$ cat config.mk
export PLATFORM = sky130hd
export DESIGN_NAME = cce_exec_unit
export DESIGN_NICKNAME = d
export VERILOG_FILES = /design/src/cce_pkg.sv /design/src/cce_div_unit.sv /design/src/cce_exec_unit.sv
export SDC_FILE = /design/constraint.sdc
export NUM_CORES = 1
export LEC_CHECK = 0
export CAP_MARGIN = 25
export CORE_MARGIN = 4
export CORE_UTILIZATION = 40
export CTS_CLUSTER_SIZE = 40
export DETAILED_ROUTE_END_ITERATION = 10
export DONT_BUFFER_PORTS = 1
export PLACE_DENSITY_LB_ADDON = 0.2
export SYNTH_ARGS = -nofsm -noshare
export SYNTH_HDL_FRONTEND = slang
export SYNTH_SLANG_ARGS = --single-unit
$ cat constraint.sdc
create_clock -name ref_clk -period 4.7 [get_ports ref_clk]
set_input_delay 0.47 -clock ref_clk [delete_from_list [all_inputs] [get_ports ref_clk]]
set_output_delay 0.47 -clock ref_clk [all_outputs]
set_load 0.05 [all_outputs]
$ cat src/cce_pkg.sv
// Constants, opcodes and carrier types for the compare/clear/BCD/divide execution unit.
// Assumes an 8-bit accumulator core whose sequencer hands in fetched operands.
//
// Functional notes
// RL1 - Compare-and-jump branches only when the two operands differ, else falls through.
// RL2 - Branch target is PC plus three plus the signed last instruction byte.
// RL3 - Compare sets carry when first operand is unsigned-less than second; operands unchanged.
// RL4 - Compare pairs: A/direct, A/immediate, register/immediate, indirect/immediate, own opcodes.
// RL5 - Clear accumulator zeroes all eight bits in one cycle, flags untouched.
// RL6 - Bit clear zeroes carry or an addressed bit, each by own opcode.
// RL7 - Complement accumulator inverts every bit in one cycle, flags untouched.
// RL8 - Bit complement inverts carry or an addressed bit, own opcodes, no other flags.
// RL9 - Port read-modify-write takes the original value from the output latch, not pins.
// RL10 - Decimal adjust adds six when low nibble above nine or aux carry; only sets carry.
// RL11 - Then adds sixty when carry set or high nibble above nine; only sets carry.
// RL12 - Decimal adjust completes in one cycle and leaves overflow unchanged.
// RL13 - Decrement subtracts one, zero wraps to all ones, no flags change.
// RL14 - Decrement targets accumulator, register, direct byte or indirect location, own opcodes.
// RL15 - Divide gives quotient to accumulator, remainder to auxiliary register, clears carry, overflow.
// RL16 - Zero divisor sets overflow and clears carry; results undefined.
// RL17 - Additions set aux carry from bit 3 and carry from bit 7.
// RL18 - Flag updates reach the status word in the same instruction.

package cce_pkg;

  // ****************************************
  // Opcodes
  // ****************************************
  localparam logic [7:0] OP_CMP_A_IMM   = 8'hB4;
  localparam logic [7:0] OP_CMP_A_DIR   = 8'hB5;
  localparam logic [7:0] OP_CMP_IND     = 8'hB6;
  localparam logic [7:0] OP_CMP_REG     = 8'hB8;
  localparam logic [7:0] OP_CLR_A       = 8'hE4;
  localparam logic [7:0] OP_CLR_C       = 8'hC3;
  localparam logic [7:0] OP_CLR_BIT     = 8'hC2;
  localparam logic [7:0] OP_CPL_A       = 8'hF4;
  localparam logic [7:0] OP_CPL_C       = 8'hB3;
  localparam logic [7:0] OP_CPL_BIT     = 8'hB2;
  localparam logic [7:0] OP_DEC_ADJ     = 8'hD4;
  localparam logic [7:0] OP_DEC_A       = 8'h14;
  localparam logic [7:0] OP_DEC_DIR     = 8'h15;
  localparam logic [7:0] OP_DEC_IND     = 8'h16;
  localparam logic [7:0] OP_DEC_REG     = 8'h18;
  localparam logic [7:0] OP_DIV         = 8'h84;
  localparam logic [7:0] OP_ADD_IMM     = 8'h24;
  localparam logic [7:0] OP_ADD_DIR     = 8'h25;
  localparam logic [7:0] OP_ADDC_IMM    = 8'h34;
  localparam logic [7:0] OP_ADDC_DIR    = 8'h35;
  localparam logic [4:0] OP_ADD_HI      = 5'h05;
  localparam logic [4:0] OP_ADDC_HI     = 5'h07;
  localparam logic [6:0] OP_IND_MASK    = 7'h7F;

  // ****************************************
  // Lengths, BCD constants, counts, reset values
  // ****************************************
  localparam logic [1:0] LEN_ONE        = 2'h1;
  localparam logic [1:0] LEN_TWO        = 2'h2;
  localparam logic [1:0] LEN_THREE      = 2'h3;
  localparam logic [3:0] BCD_MAX_DIGIT  = 4'h9;
  localparam logic [8:0] BCD_LOW_FIX    = 9'h006;
  localparam logic [8:0] BCD_HIGH_FIX   = 9'h060;
  localparam logic [7:0] BYTE_ZERO      = 8'h00;
  localparam logic [7:0] BYTE_ONE       = 8'h01;
  localparam logic [3:0] DIV_STEPS      = 4'h8;
  localparam logic       RST_DONE       = 1'b0;
  localparam logic       RST_BUSY       = 1'b0;

  // ****************************************
  // Types
  // ****************************************
  typedef enum logic [1:0] {
    ST_IDLE = 2'b00,
    ST_DIV  = 2'b01
  } cce_state_type;

  typedef struct packed {
    logic [7:0]  opcode;
    logic [7:0]  acc;
    logic [7:0]  auxReg;
    logic [7:0]  opByte;
    logic [7:0]  immData;
    logic [7:0]  rel;
    logic [15:0] pc;
    logic        carry;
    logic        auxCarry;
    logic        overflow;
    logic        bitLatch;
    logic        byteIsPort;
    logic [7:0]  portLatch;
  } cce_request_type;

  typedef struct packed {
    logic        accWrite;
    logic [7:0]  accValue;
    logic        auxWrite;
    logic [7:0]  auxValue;
    logic        byteWrite;
    logic [7:0]  byteValue;
    logic        bitWrite;
    logic        bitValue;
    logic        pswWrite;
    logic        carry;
    logic        auxCarry;
    logic        overflow;
    logic        branchTaken;
    logic [15:0] nextPc;
  } cce_result_type;

  localparam cce_result_type RST_RESULT = '0;

endpackage

$ cat src/cce_div_unit.sv
// Iterative restoring 8-by-8 unsigned divider.
// Assumes the caller never starts it with a zero divisor and holds operands while busy.
`timescale 1ns/10ps

module cce_div_unit (
  input  wire logic       ref_clk,
  input  wire logic       rst,
  input  wire logic       start,
  input  wire logic [7:0] dividend,
  input  wire logic [7:0] divisor,
  output logic [7:0]      quotient,
  output logic [7:0]      remainder,
  output logic            done
);

  logic [7:0] quo_reg;
  logic [7:0] quo_next;
  logic [7:0] rem_reg;
  logic [7:0] rem_next;
  logic [3:0] cnt_reg;
  logic [3:0] cnt_next;
  logic       done_reg;
  logic       done_next;
  logic [8:0] trial;

  // ****************************************
  // One quotient bit per cycle
  // ****************************************
  always_comb begin
    quo_next  = quo_reg;
    rem_next  = rem_reg;
    cnt_next  = cnt_reg;
    done_next = 1'b0;
    trial     = {rem_reg, quo_reg[7]};
    if (start) begin
      quo_next = dividend;
      rem_next = cce_pkg::BYTE_ZERO;
      cnt_next = cce_pkg::DIV_STEPS;
    end else if (cnt_reg != 4'h0) begin
      cnt_next = cnt_reg - 4'h1;
      if (trial >= {1'b0, divisor}) begin
        rem_next = 8'(trial - {1'b0, divisor});
        quo_next = {quo_reg[6:0], 1'b1};
      end else begin
        rem_next = trial[7:0];
        quo_next = {quo_reg[6:0], 1'b0};
      end
      done_next = (cnt_reg == 4'h1);
    end
  end

  always_ff @(posedge ref_clk) begin
    if (rst) begin
      quo_reg  <= 8'h00;
      rem_reg  <= 8'h00;
      cnt_reg  <= 4'h0;
      done_reg <= 1'b0;
    end else begin
      quo_reg  <= quo_next;
      rem_reg  <= rem_next;
      cnt_reg  <= cnt_next;
      done_reg <= done_next;
    end
  end

  assign quotient  = quo_reg;
  assign remainder = rem_reg;
  assign done      = done_reg;

endmodule

$ cat src/cce_exec_unit.sv
// Execution unit for compare-jump, clear, complement, decimal adjust, decrement,
// add flag generation and divide.
// Assumes the sequencer presents a fully fetched request with a one-cycle start
// pulse, only while busy is low, and applies the registered result when done pulses.
`timescale 1ns/10ps

module cce_exec_unit (
  input  wire logic                     ref_clk,
  input  wire logic                     rst,
  input  wire logic                     start,
  input  wire cce_pkg::cce_request_type request,
  output cce_pkg::cce_result_type       result,
  output logic                          done,
  output logic                          busy
);

  cce_pkg::cce_state_type  state_reg;
  cce_pkg::cce_state_type  state_next;
  cce_pkg::cce_result_type result_reg;
  cce_pkg::cce_result_type result_next;
  logic                    done_reg;
  logic                    done_next;
  logic                    busy_reg;
  logic                    busy_next;
  cce_pkg::cce_request_type held_reg;
  cce_pkg::cce_request_type held_next;

  logic                    divStart;
  logic [7:0]              divQuotient;
  logic [7:0]              divRemainder;
  logic                    divDone;

  logic [7:0]              op;
  logic                    isCmp;
  logic                    isDec;
  logic                    isAdd;
  logic                    isAddc;
  logic [7:0]              cmpFirst;
  logic [7:0]              cmpSecond;
  logic [7:0]              rmwByte;
  logic [7:0]              decSource;
  logic [7:0]              addSource;
  logic [4:0]              addLow;
  logic [8:0]              addFull;
  logic [7:0]              addLow7;
  logic [8:0]              daStep1;
  logic [8:0]              daStep2;
  logic                    daCarry1;
  logic [1:0]              instrLen;
  logic [15:0]             seqPc;
  logic [15:0]             relPc;

  // ****************************************
  // Decode and datapath terms
  // ****************************************
  always_comb begin
    op     = request.opcode;
    isCmp  = (op == cce_pkg::OP_CMP_A_IMM) || (op == cce_pkg::OP_CMP_A_DIR)
          || (op[7:1] == cce_pkg::OP_CMP_IND[7:1])
          || (op[7:3] == cce_pkg::OP_CMP_REG[7:3]);                      // see RL4
    isDec  = (op == cce_pkg::OP_DEC_A) || (op == cce_pkg::OP_DEC_DIR)
          || (op[7:1] == cce_pkg::OP_DEC_IND[7:1])
          || (op[7:3] == cce_pkg::OP_DEC_REG[7:3]);                      // see RL14
    isAdd  = (op[7:4] == cce_pkg::OP_ADD_IMM[7:4]) && (op[3:0] >= 4'h4);
    isAddc = (op[7:4] == cce_pkg::OP_ADDC_IMM[7:4]) && (op[3:0] >= 4'h4);

    // Accumulator pairings compare A, the others compare the fetched byte
    if ((op == cce_pkg::OP_CMP_A_IMM) || (op == cce_pkg::OP_CMP_A_DIR)) begin
      cmpFirst = request.acc;
    end else begin
      cmpFirst = request.opByte;
    end
    if (op == cce_pkg::OP_CMP_A_DIR) begin
      cmpSecond = request.opByte;
    end else begin
      cmpSecond = request.immData;
    end

    // Read-modify-write of a port uses the output latch
    if (request.byteIsPort) begin
      rmwByte = request.portLatch;                                        // see RL9
    end else begin
      rmwByte = request.opByte;
    end
    if (op == cce_pkg::OP_DEC_A) begin
      decSource = request.acc;
    end else begin
      decSource = rmwByte;
    end

    if ((op == cce_pkg::OP_ADD_IMM) || (op == cce_pkg::OP_ADDC_IMM)) begin
      addSource = request.immData;
    end else begin
      addSource = request.opByte;
    end

    // Binary add with the three carry taps
    addLow  = {1'b0, request.acc[3:0]} + {1'b0, addSource[3:0]}
            + {4'h0, isAddc & request.carry};                            // see RL17
    addLow7 = {1'b0, request.acc[6:0]} + {1'b0, addSource[6:0]}
            + {7'h00, isAddc & request.carry};
    addFull = {1'b0, request.acc} + {1'b0, addSource}
            + {8'h00, isAddc & request.carry};                           // see RL17

    // Decimal adjust in two stages, carry only ever set
    if ((request.acc[3:0] > cce_pkg::BCD_MAX_DIGIT) || request.auxCarry) begin
      daStep1 = {1'b0, request.acc} + cce_pkg::BCD_LOW_FIX;              // see RL10
    end else begin
      daStep1 = {1'b0, request.acc};
    end
    daCarry1 = request.carry | daStep1[8];                               // see RL10
    if ((daStep1[7:4] > cce_pkg::BCD_MAX_DIGIT) || daCarry1) begin
      daStep2 = {1'b0, daStep1[7:0]} + cce_pkg::BCD_HIGH_FIX;            // see RL11
    end else begin
      daStep2 = {1'b0, daStep1[7:0]};
    end

    // Instruction length for sequential program counter
    if (isCmp) begin
      instrLen = cce_pkg::LEN_THREE;                                      // see RL2
    end else if ((op == cce_pkg::OP_CLR_BIT) || (op == cce_pkg::OP_CPL_BIT)
              || (op == cce_pkg::OP_DEC_DIR) || (op == cce_pkg::OP_ADD_IMM)
              || (op == cce_pkg::OP_ADD_DIR) || (op == cce_pkg::OP_ADDC_IMM)
              || (op == cce_pkg::OP_ADDC_DIR)) begin
      instrLen = cce_pkg::LEN_TWO;
    end else begin
      instrLen = cce_pkg::LEN_ONE;
    end
    seqPc = request.pc + {14'h0000, instrLen};
    relPc = seqPc + {{8{request.rel[7]}}, request.rel};                  // see RL2
  end

  // ****************************************
  // Operation sequencing
  // ****************************************
  always_comb begin
    state_next  = state_reg;
    result_next = result_reg;
    done_next   = 1'b0;
    busy_next   = busy_reg;
    held_next   = held_reg;
    divStart    = 1'b0;
    case (state_reg)
      cce_pkg::ST_IDLE: begin
        if (start) begin
          result_next          = cce_pkg::RST_RESULT;
          result_next.carry    = request.carry;
          result_next.auxCarry = request.auxCarry;
          result_next.overflow = request.overflow;
          result_next.nextPc   = seqPc;
          done_next            = 1'b1;
          if (isCmp) begin
            result_next.pswWrite    = 1'b1;
            result_next.carry       = (cmpFirst < cmpSecond);             // see RL3
            result_next.branchTaken = (cmpFirst != cmpSecond);            // see RL1
            if (cmpFirst != cmpSecond) begin
              result_next.nextPc = relPc;                                 // see RL1
            end
          end else if (isDec) begin
            if (op == cce_pkg::OP_DEC_A) begin
              result_next.accWrite = 1'b1;
              result_next.accValue = decSource - cce_pkg::BYTE_ONE;       // see RL13
            end else begin
              result_next.byteWrite = 1'b1;
              result_next.byteValue = decSource - cce_pkg::BYTE_ONE;      // see RL13
            end
          end else if (isAdd || isAddc) begin
            result_next.accWrite = 1'b1;
            result_next.accValue = addFull[7:0];
            result_next.pswWrite = 1'b1;                                  // see RL18
            result_next.carry    = addFull[8];                            // see RL17
            result_next.auxCarry = addLow[4];                             // see RL17
            result_next.overflow = addFull[8] ^ addLow7[7];
          end else begin
            case (op)
              cce_pkg::OP_CLR_A: begin
                result_next.accWrite = 1'b1;
                result_next.accValue = cce_pkg::BYTE_ZERO;                // see RL5
              end
              cce_pkg::OP_CPL_A: begin
                result_next.accWrite = 1'b1;
                result_next.accValue = ~request.acc;                      // see RL7
              end
              cce_pkg::OP_CLR_C: begin
                result_next.pswWrite = 1'b1;
                result_next.carry    = 1'b0;                              // see RL6
              end
              cce_pkg::OP_CLR_BIT: begin
                result_next.bitWrite = 1'b1;
                result_next.bitValue = 1'b0;                              // see RL6
              end
              cce_pkg::OP_CPL_C: begin
                result_next.pswWrite = 1'b1;
                result_next.carry    = ~request.carry;                    // see RL8
              end
              cce_pkg::OP_CPL_BIT: begin
                result_next.bitWrite = 1'b1;
                result_next.bitValue = ~request.bitLatch;                 // see RL8, RL9
              end
              cce_pkg::OP_DEC_ADJ: begin
                result_next.accWrite = 1'b1;
                result_next.accValue = daStep2[7:0];                      // see RL12
                result_next.pswWrite = 1'b1;                              // see RL18
                result_next.carry    = daCarry1 | daStep2[8];             // see RL11
              end
              cce_pkg::OP_DIV: begin
                result_next.pswWrite = 1'b1;
                result_next.carry    = 1'b0;                              // see RL15, RL16
                if (request.auxReg == cce_pkg::BYTE_ZERO) begin
                  result_next.overflow = 1'b1;                            // see RL16
                end else begin
                  result_next.overflow = 1'b0;                            // see RL15
                  done_next            = 1'b0;
                  busy_next            = 1'b1;
                  held_next            = request;
                  divStart             = 1'b1;
                  state_next           = cce_pkg::ST_DIV;
                end
              end
              default: begin
                result_next.pswWrite = 1'b0;
              end
            endcase
          end
        end
      end
      cce_pkg::ST_DIV: begin
        if (divDone) begin
          result_next.accWrite = 1'b1;
          result_next.accValue = divQuotient;                             // see RL15
          result_next.auxWrite = 1'b1;
          result_next.auxValue = divRemainder;                            // see RL15
          done_next            = 1'b1;
          busy_next            = 1'b0;
          state_next           = cce_pkg::ST_IDLE;
        end
      end
      default: begin
        state_next = cce_pkg::ST_IDLE;
        busy_next  = 1'b0;
      end
    endcase
  end

  always_ff @(posedge ref_clk) begin
    if (rst) begin
      state_reg  <= cce_pkg::ST_IDLE;
      result_reg <= cce_pkg::RST_RESULT;
      done_reg   <= cce_pkg::RST_DONE;
      busy_reg   <= cce_pkg::RST_BUSY;
      held_reg   <= '0;
    end else begin
      state_reg  <= state_next;
      result_reg <= result_next;
      done_reg   <= done_next;
      busy_reg   <= busy_next;
      held_reg   <= held_next;
    end
  end

  // ****************************************
  // Divider
  // ****************************************
  cce_div_unit divider (
    .ref_clk   (ref_clk),
    .rst       (rst),
    .start     (divStart),
    .dividend  (request.acc),
    .divisor   (held_reg.auxReg),
    .quotient  (divQuotient),
    .remainder (divRemainder),
    .done      (divDone)
  );

  assign result = result_reg;
  assign done   = done_reg;
  assign busy   = busy_reg;

endmodule

==> results of run 1 <==
==> cell families (layout without fill, tap and decap cells) <==
| family | Yosys count | after routing | synth area share |
|---|---|---|---|
| AO/OA/AOI/OAI | 247 | 247 | 0.2459 |
| XOR/XNOR | 47 | 47 | 0.06306 |
| adder cells (fa/ha/maj) | 50 | 50 | 0.1016 |
| buffers and inverters | 68 | 58 | 0.04140 |
| flip-flops | 81 | 81 | 0.2484 |
| multiplexers | 37 | 37 | 0.05980 |
| AND/OR/NAND/NOR | 323 | 323 | 0.2398 |
==> cell type report <==
class | count | area [sq um] | share of cell area
clock inverters | 6 | 66.31 | 0.009394
inverters | 26 | 97.59 | 0.01382
flip-flops and latches | 81 | 1622 | 0.2297
multi-input cells | 704 | 4644 | 0.6579
clock buffers | 10 | 239.0 | 0.03385
repair buffers | 16 | 120.1 | 0.01702
well taps | 216 | 270.3 | 0.03828
==> layer usage <==
metal	GRT usage	vias up	part of all wire
met2	0.3590	220	0.46
li1	-	3085	-
met3	0.08507	23	0.098
met1	0.2910	2914	0.42
met4	0.05711	0	0.017
met5	0	-	0
==> stage by stage <==
| step | hold WS [ns] | area [sq um] | util | setup WS [ns] |
|---|---|---|---|---|
| 2_1_floorplan | 0.4363 | 6528 | - | 0.2221 |
| 3_3_place_gp | 0.4385 | 6746 | 0.4232 | 0.2432 |
| 3_5_place_dp | 0.4400 | 6754 | 0.4236 | 0.1360 |
| 4_1_cts | 0.1691 | 7059 | 0.4428 | 0.5114 |
| 5_1_grt | 0.1689 | 7059 | 0.4428 | 0.1329 |
| 6_report | 0.1770 | 7059 | 0.4428 | 0.5090 |
==> synth_stat cells, drive strengths merged, types with 5 or more instances <==
cell type,number,area share
buf,12,0.0092
a311oi,11,0.016
nand2b,12,0.012
nor2b,9,0.0086
nor3,23,0.018
mux2i,24,0.037
mux2,13,0.023
nor2,86,0.049
o211ai,8,0.0092
o21a,7,0.0081
xor2,19,0.025
o22ai,5,0.0048
nand3b,6,0.0069
nor3b,6,0.0069
nand2,106,0.061
nor4,8,0.0077
fa,5,0.015
o221ai,8,0.011
a211oi,13,0.016
nand3,18,0.015
xnor2,28,0.038
clkbuf,30,0.017
and2,6,0.0057
a22oi,8,0.0092
a31oi,9,0.0086
a22o,5,0.0067
inv,26,0.015
a21oi,71,0.054
ha,45,0.086
or3,6,0.0058
dfxtp,81,0.25
nand4,12,0.012
and3,10,0.0096
o21ai,63,0.048
o31ai,6,0.0069
a211o,5,0.0067
a21o,7,0.0081
==> where the power goes <==
part	internal, mW	total [mW]	switching, mW
clock network	0.428	0.731	0.303
logic	0.370	0.874	0.504
registers	0.756	0.888	0.132
total	1.55	2.49	0.939
==> final timing paths <==
| path | to | slack [ns] | depth (start not counted) | from |
|---|---|---|---|---|
| setup reg to reg | divider.remainder[2] | 1.99 | 8 | divider.remainder[0] |
| hold / removal | held_reg[59] | 0.18 | 1 | rst |
| hold reg to reg | held_reg[60] | 0.45 | 2 | held_reg[60] |
| setup / recovery | result[15] | 0.51 | 19 | request[73] |
==> worst max-delay path: stages <==
cell      delay [ns]
nor2b_1         0.12
a21oi_1         0.16
nand3b_1        0.15
a21boi_0        0.31
ha_1            0.23
inv_1           0.05
fa_1            0.38
or3b_2          0.53
nor2_1          0.18
nand3_1         0.11
xnor2_1         0.21
ha_1            0.28
a21o_1          0.20
a22o_1          0.21
o21bai_1        0.12
a21oi_1         0.07
or3_1           0.33
xnor2_1         0.13
a22o_1          0.18
==> impl_metrics.json, run 1 <==
{
  "syn-num-nets": 983,
  "ys_seq_area_frac": 0.2484,
  "synth_warnings": 0,
  "synth_cell_type_count": 68,
  "path_max_fanout": 13,
  "critical_path_class": "in -> reg",
  "antenna_found_initial": 0,
  "drtIter0Drc": 400,
  "vias": 6242,
  "grt_max_degree": 56,
  "cts_hold_buf": 0,
  "core-area_sq_um": 15940,
  "max_cap_violations": 0,
  "grt_pass1_vias": 5961,
  "numCtsBuffers": 9,
  "rsz0062_at_grt": "no",
  "synth-seq-cells": 81,
  "rows": 46,
  "required_ns": 4.95,
  "final_cells": 1059,
  "drive_above_1_share": 0.07117,
  "hold_path.class": "in -> reg",
  "drc": 0,
  "avgSynthCellArea_sq_um": 7.652,
  "root_buffer": "clkbuf_16",
  "largest_register_ffs": 50,
  "area_delta_synth_final_pct": 8.146,
  "fillCellCount": 1655,
  "outcome": "finished, final reports clean",
  "clkLatencyLatePin_ns": 0.35,
  "viasPerCell": 5.894,
  "tritoncts": "yes",
  "grt_first_pass_wirelength_um": 32740,
  "clkTransAtPathRegs_ns": 0.06,
  "synth.cell_area_sq_um": 6528,
  "pwr_density_cell_nw_per_um2": 353.1,
  "dp.cells": 1043,
  "io_buffer_count": 0,
  "die_w_um": 135.7,
  "vdd_drop_max_v": 0.0001925,
  "postCtsSetupBuffers": 0,
  "synthFlopType": "dfxtp_1",
  "track_usage": 0.2263,
  "p_leak_nw": 2.684,
  "die_y_um": 135.7,
  "ant_nets": 0,
  "initial_core_util": 0.4094,
  "crit_arrival_ns": 4.44,
  "synth_edf_count": 0,
  "fin_setup_tns_ns": 0,
  "gp_congestion": 0.9394,
  "max_slew_margin": 0.3810,
  "n_antenna_cell": 0,
  "tightestPinTransition_ns": 0.9263,
  "nNetsFinal": 968,
  "numClockSinks": 81,
  "die_area_sq_um": 18430,
  "overflow": 0,
  "clock.fmax_mhz": 238.6,
  "fin_crit_sh": 0.8917,
  "dp_hpwl_um": 15850,
  "first_pass_iters": 5,
  "clockBufferDepth": 2,
  "final_cell_mix": "106 x nand2_1, 86 x nor2_1, 81 x dfxtp_1",
  "num_io_pins": 132,
  "drv_slew": 0,
  "post_drt_wl_per_cell_um": 19.45,
  "cts-resized-gates": 0,
  "drt-total-wl_um": 20600,
  "htreeDepth": 3,
  "crit_path_end_kind": "flop",
  "cp-start-kind": "primary input",
  "p_total_mw": 2.493,
  "period_needed_ns": 4.191,
  "syn_inst": 853,
  "finalClockSkew_ns": 0.006542,
  "synth-async-reset-ratio": 0,
  "finalHoldViolations": 0,
  "setup_violations": 0,
  "final_common_cell": "nand2_1"
}
Power figures use the tool's default switching activity.
==> run 2, diff against run 1 <==
--- a/config.mk
+++ b/config.mk
@@ -5,6 +5,7 @@
 export SDC_FILE = /design/constraint.sdc
 export NUM_CORES = 1
 export LEC_CHECK = 0
+export ABC_AREA = 1
 export CAP_MARGIN = 25
 export CORE_MARGIN = 4
 export CORE_UTILIZATION = 40
==> impl_metrics.json, run 2 <==
{
  "synth_cell_type_count": 58,
  "fillCellCount": 1769,
  "ys_top_cells_by_count": "219 x nand2_1, 124 x inv_1, 110 x o21ai_0, 81 x dfxtp_1, 75 x a21oi_1",
  "dp_hpwl_um": 16400,
  "post-place-ws_ns": 0.4433,
  "drtIter0Drc": 412,
  "synth_top_area_frac": 0.2457,
  "numClockSinks": 81,
  "cp-start-kind": "primary input",
  "rsz0062_at_grt": "no",
  "p_leak_nw": 3.279,
  "outcome": "finished, final reports clean",
  "gp_congestion": 0.9004,
  "slowest_stage": "fa_1",
  "final_cell_mix": "219 x nand2_1, 124 x inv_1, 110 x o21ai_0",
  "clockBufferDepth": 2,
  "largest_register_ffs": 50,
  "finalInstanceArea_sq_um": 7073,
  "cts-resized-gates": 0,
  "crit_arrival_ns": 4.16,
  "initial_core_util": 0.4124,
  "n_antenna_cell": 0,
  "postCtsSetupBuffers": 0,
  "antenna_found_initial": 0,
  "htreeDepth": 3,
  "required_ns": 4.93,
  "critical_path_class": "in -> reg",
  "post_dp_cell_area_sq_um": 6770,
  "io_buffer_count": 0,
  "die_w_um": 136.4,
  "grt_pass1_vias": 6027,
  "grt_max_degree": 28,
  "final_common_cell": "nand2_1",
  "die_area_sq_um": 18620,
  "grt_first_pass_wirelength_um": 32310,
  "synth_warnings": 0,
  "worst_slack_ns": 0.7727,
  "path_common_cell": "nand2_1",
  "max_slew_margin": 0.4158,
  "fin_crit_sh": 0.8356,
  "period_needed_ns": 3.927,
  "viasPerCell": 5.348,
  "area_delta_synth_final_pct": 7.186,
  "synth-async-reset-ratio": 0,
  "multiInputGateArea_sq_um": 4312,
  "synth-seq-cells": 81,
  "synth.most_common_cell": "nand2_1",
  "finalHoldViolations": 0,
  "numCtsBuffers": 9,
  "crit_chain": "nor2_2 > inv_2 > nor3_1 > nand2_1 > nand3_1 > nor2_1 > fa_1 > nor3_2 > nand4_1 > nor2_1 > nand2_1 > nand2_1 > inv_1 > ha_1 > a21oi_1 > o21ai_0 > inv_1 > nand3_1 > a31o_2 > xor2_1 > o21ai_0 > nand2_1",
  "tightestPinTransition_ns": 0.8731,
  "synthFlopType": "dfxtp_1",
  "max_cap_violations": 0,
  "drive_above_1_share": 0.08779,
  "cts_hold_buf": 0,
  "path_max_fanout": 4,
  "rows": 46,
  "synth.cell_area_sq_um": 6599,
  "tritoncts": "yes",
  "synth_edf_count": 0,
  "post_drt_wl_per_cell_um": 16.87,
  "num_io_pins": 132,
  "fin_setup_tns_ns": 0,
  "avgSynthCellArea_sq_um": 6.625,
  "first_pass_iters": 5,
  "pwr_density_cell_nw_per_um2": 347.0,
  "vdd_drop_max_v": 0.0001995,
  "nNetsFinal": 1116,
  "ys_seq_area_frac": 0.2457,
  "finalClockSkew_ns": 0.01083,
  "dp.cells": 1191,
  "seq_area_sq_um": 1622,
  "drc": 0,
  "crit_path_end_kind": "flop",
  "root_buffer": "clkbuf_16",
  "syn-num-nets": 1126,
  "final_cells": 1207,
  "hold_path.class": "in -> reg",
  "clock.fmax_mhz": 254.6,
  "ant_nets": 0,
  "track_usage": 0.2205,
  "drt-total-wl_um": 20360,
  "drv_slew": 0,
  "die_y_um": 136.4,
  "clkTransAtPathRegs_ns": 0.06,
  "clkLatencyLatePin_ns": 0.34,
  "utilization": 0.4421,
  "core-area_sq_um": 16000,
  "syn_inst": 996,
  "setup_violations": 0,
  "crit_path_max_incr_delay_ns": 0.44,
  "vias": 6455,
  "overflow": 0,
  "synth.area.top_cells": "dfxtp_1 25%, nand2_1 12%, ha_1 8.5%",
  "yosys.area.top_type": "dfxtp_1"
}
==> run 2: cell types whose count changed after synthesis, moves of 18 or more <==
cell | previous run | this run
inv_1 | 26 | 124
nand2_1 | 106 | 219
mux2i_1 | 24 | 6
xnor2_1 | 28 | 7
o21ai_0 | 58 | 110
nor2_1 | 86 | 61
nand3_1 | 16 | 70
==> run 2: routing by layer <==
layer / share of wire / vias to the layer above / track usage / routed length (um)
li1: - / 3305 / - / -
met1: 0.45 / 2932 / 0.3060 / 9236
met2: 0.45 / 204 / 0.3442 / 9159
met3: 0.088 / 14 / 0.06070 / 1793
met4: 0.0086 / 0 / 0.04367 / 175
met5: 0 / - / 0 / 0
==> run 2: worst max-delay path: cells and delay by family <==
family                   cells  cell delay (ns)
buffers and inverters        3             0.22
adder cells (fa/ha/maj)      2             0.77
AND/OR/NAND/NOR             12             1.87
AO/OA/AOI/OAI                4             0.69
XOR/XNOR                     1             0.13
==> run 2: worst paths after layout <==
kind         slack, ns  cells after the start                    to    startpoint
max               0.77                     22            result[13]   request[72]
min reg2reg       0.46                      2          held_reg[59]  held_reg[59]
min               0.20                      1            result[39]           rst
max reg2reg       2.01                     15  divider.remainder[1]          busy
==> run 2: where the power goes <==
| group | internal (mW) | leakage [nW] | switching [mW] |
|---|---|---|---|
| sequential | 0.753 | 0.662 | 0.127 |
| clock | 0.416 | 0.140 | 0.304 |
| combinational | 0.307 | 2.48 | 0.548 |
==> run 2: cell type report <==
cell class              count  area share
multi-input cells         749      0.6096
flip-flops and latches     81      0.2293
inverters                 141     0.07589
well taps                 216     0.03821
clock buffers               9     0.03184
clock inverters             7     0.01097
repair buffers              4    0.004246
==> run 2: cells by family (layout without fill, tap and decap cells) <==
family,after synthesis,in the layout,synth area share
xor gates and xnor gates,26,26,0.03451
adders and majority gates,50,50,0.1005
AOI/OAI and AO/OA,251,251,0.2181
and+or+nand+nor,416,416,0.2909
buffers and inverters,166,161,0.1013
DFF,81,81,0.2457
muxes,6,6,0.009102
==> run 2: through the flow <==
| stage | hold slack (ns) | total power [mW] |
|---|---|---|
| 6_report | 0.2012 | 2.454 |
| 3_3_place_gp | 0.4492 | 1.737 |
| 3_5_place_dp | 0.4538 | 1.733 |
| 4_1_cts | 0.1829 | 2.463 |
| 2_1_floorplan | 0.4331 | 1.551 |
| 5_1_grt | 0.1862 | 2.624 |
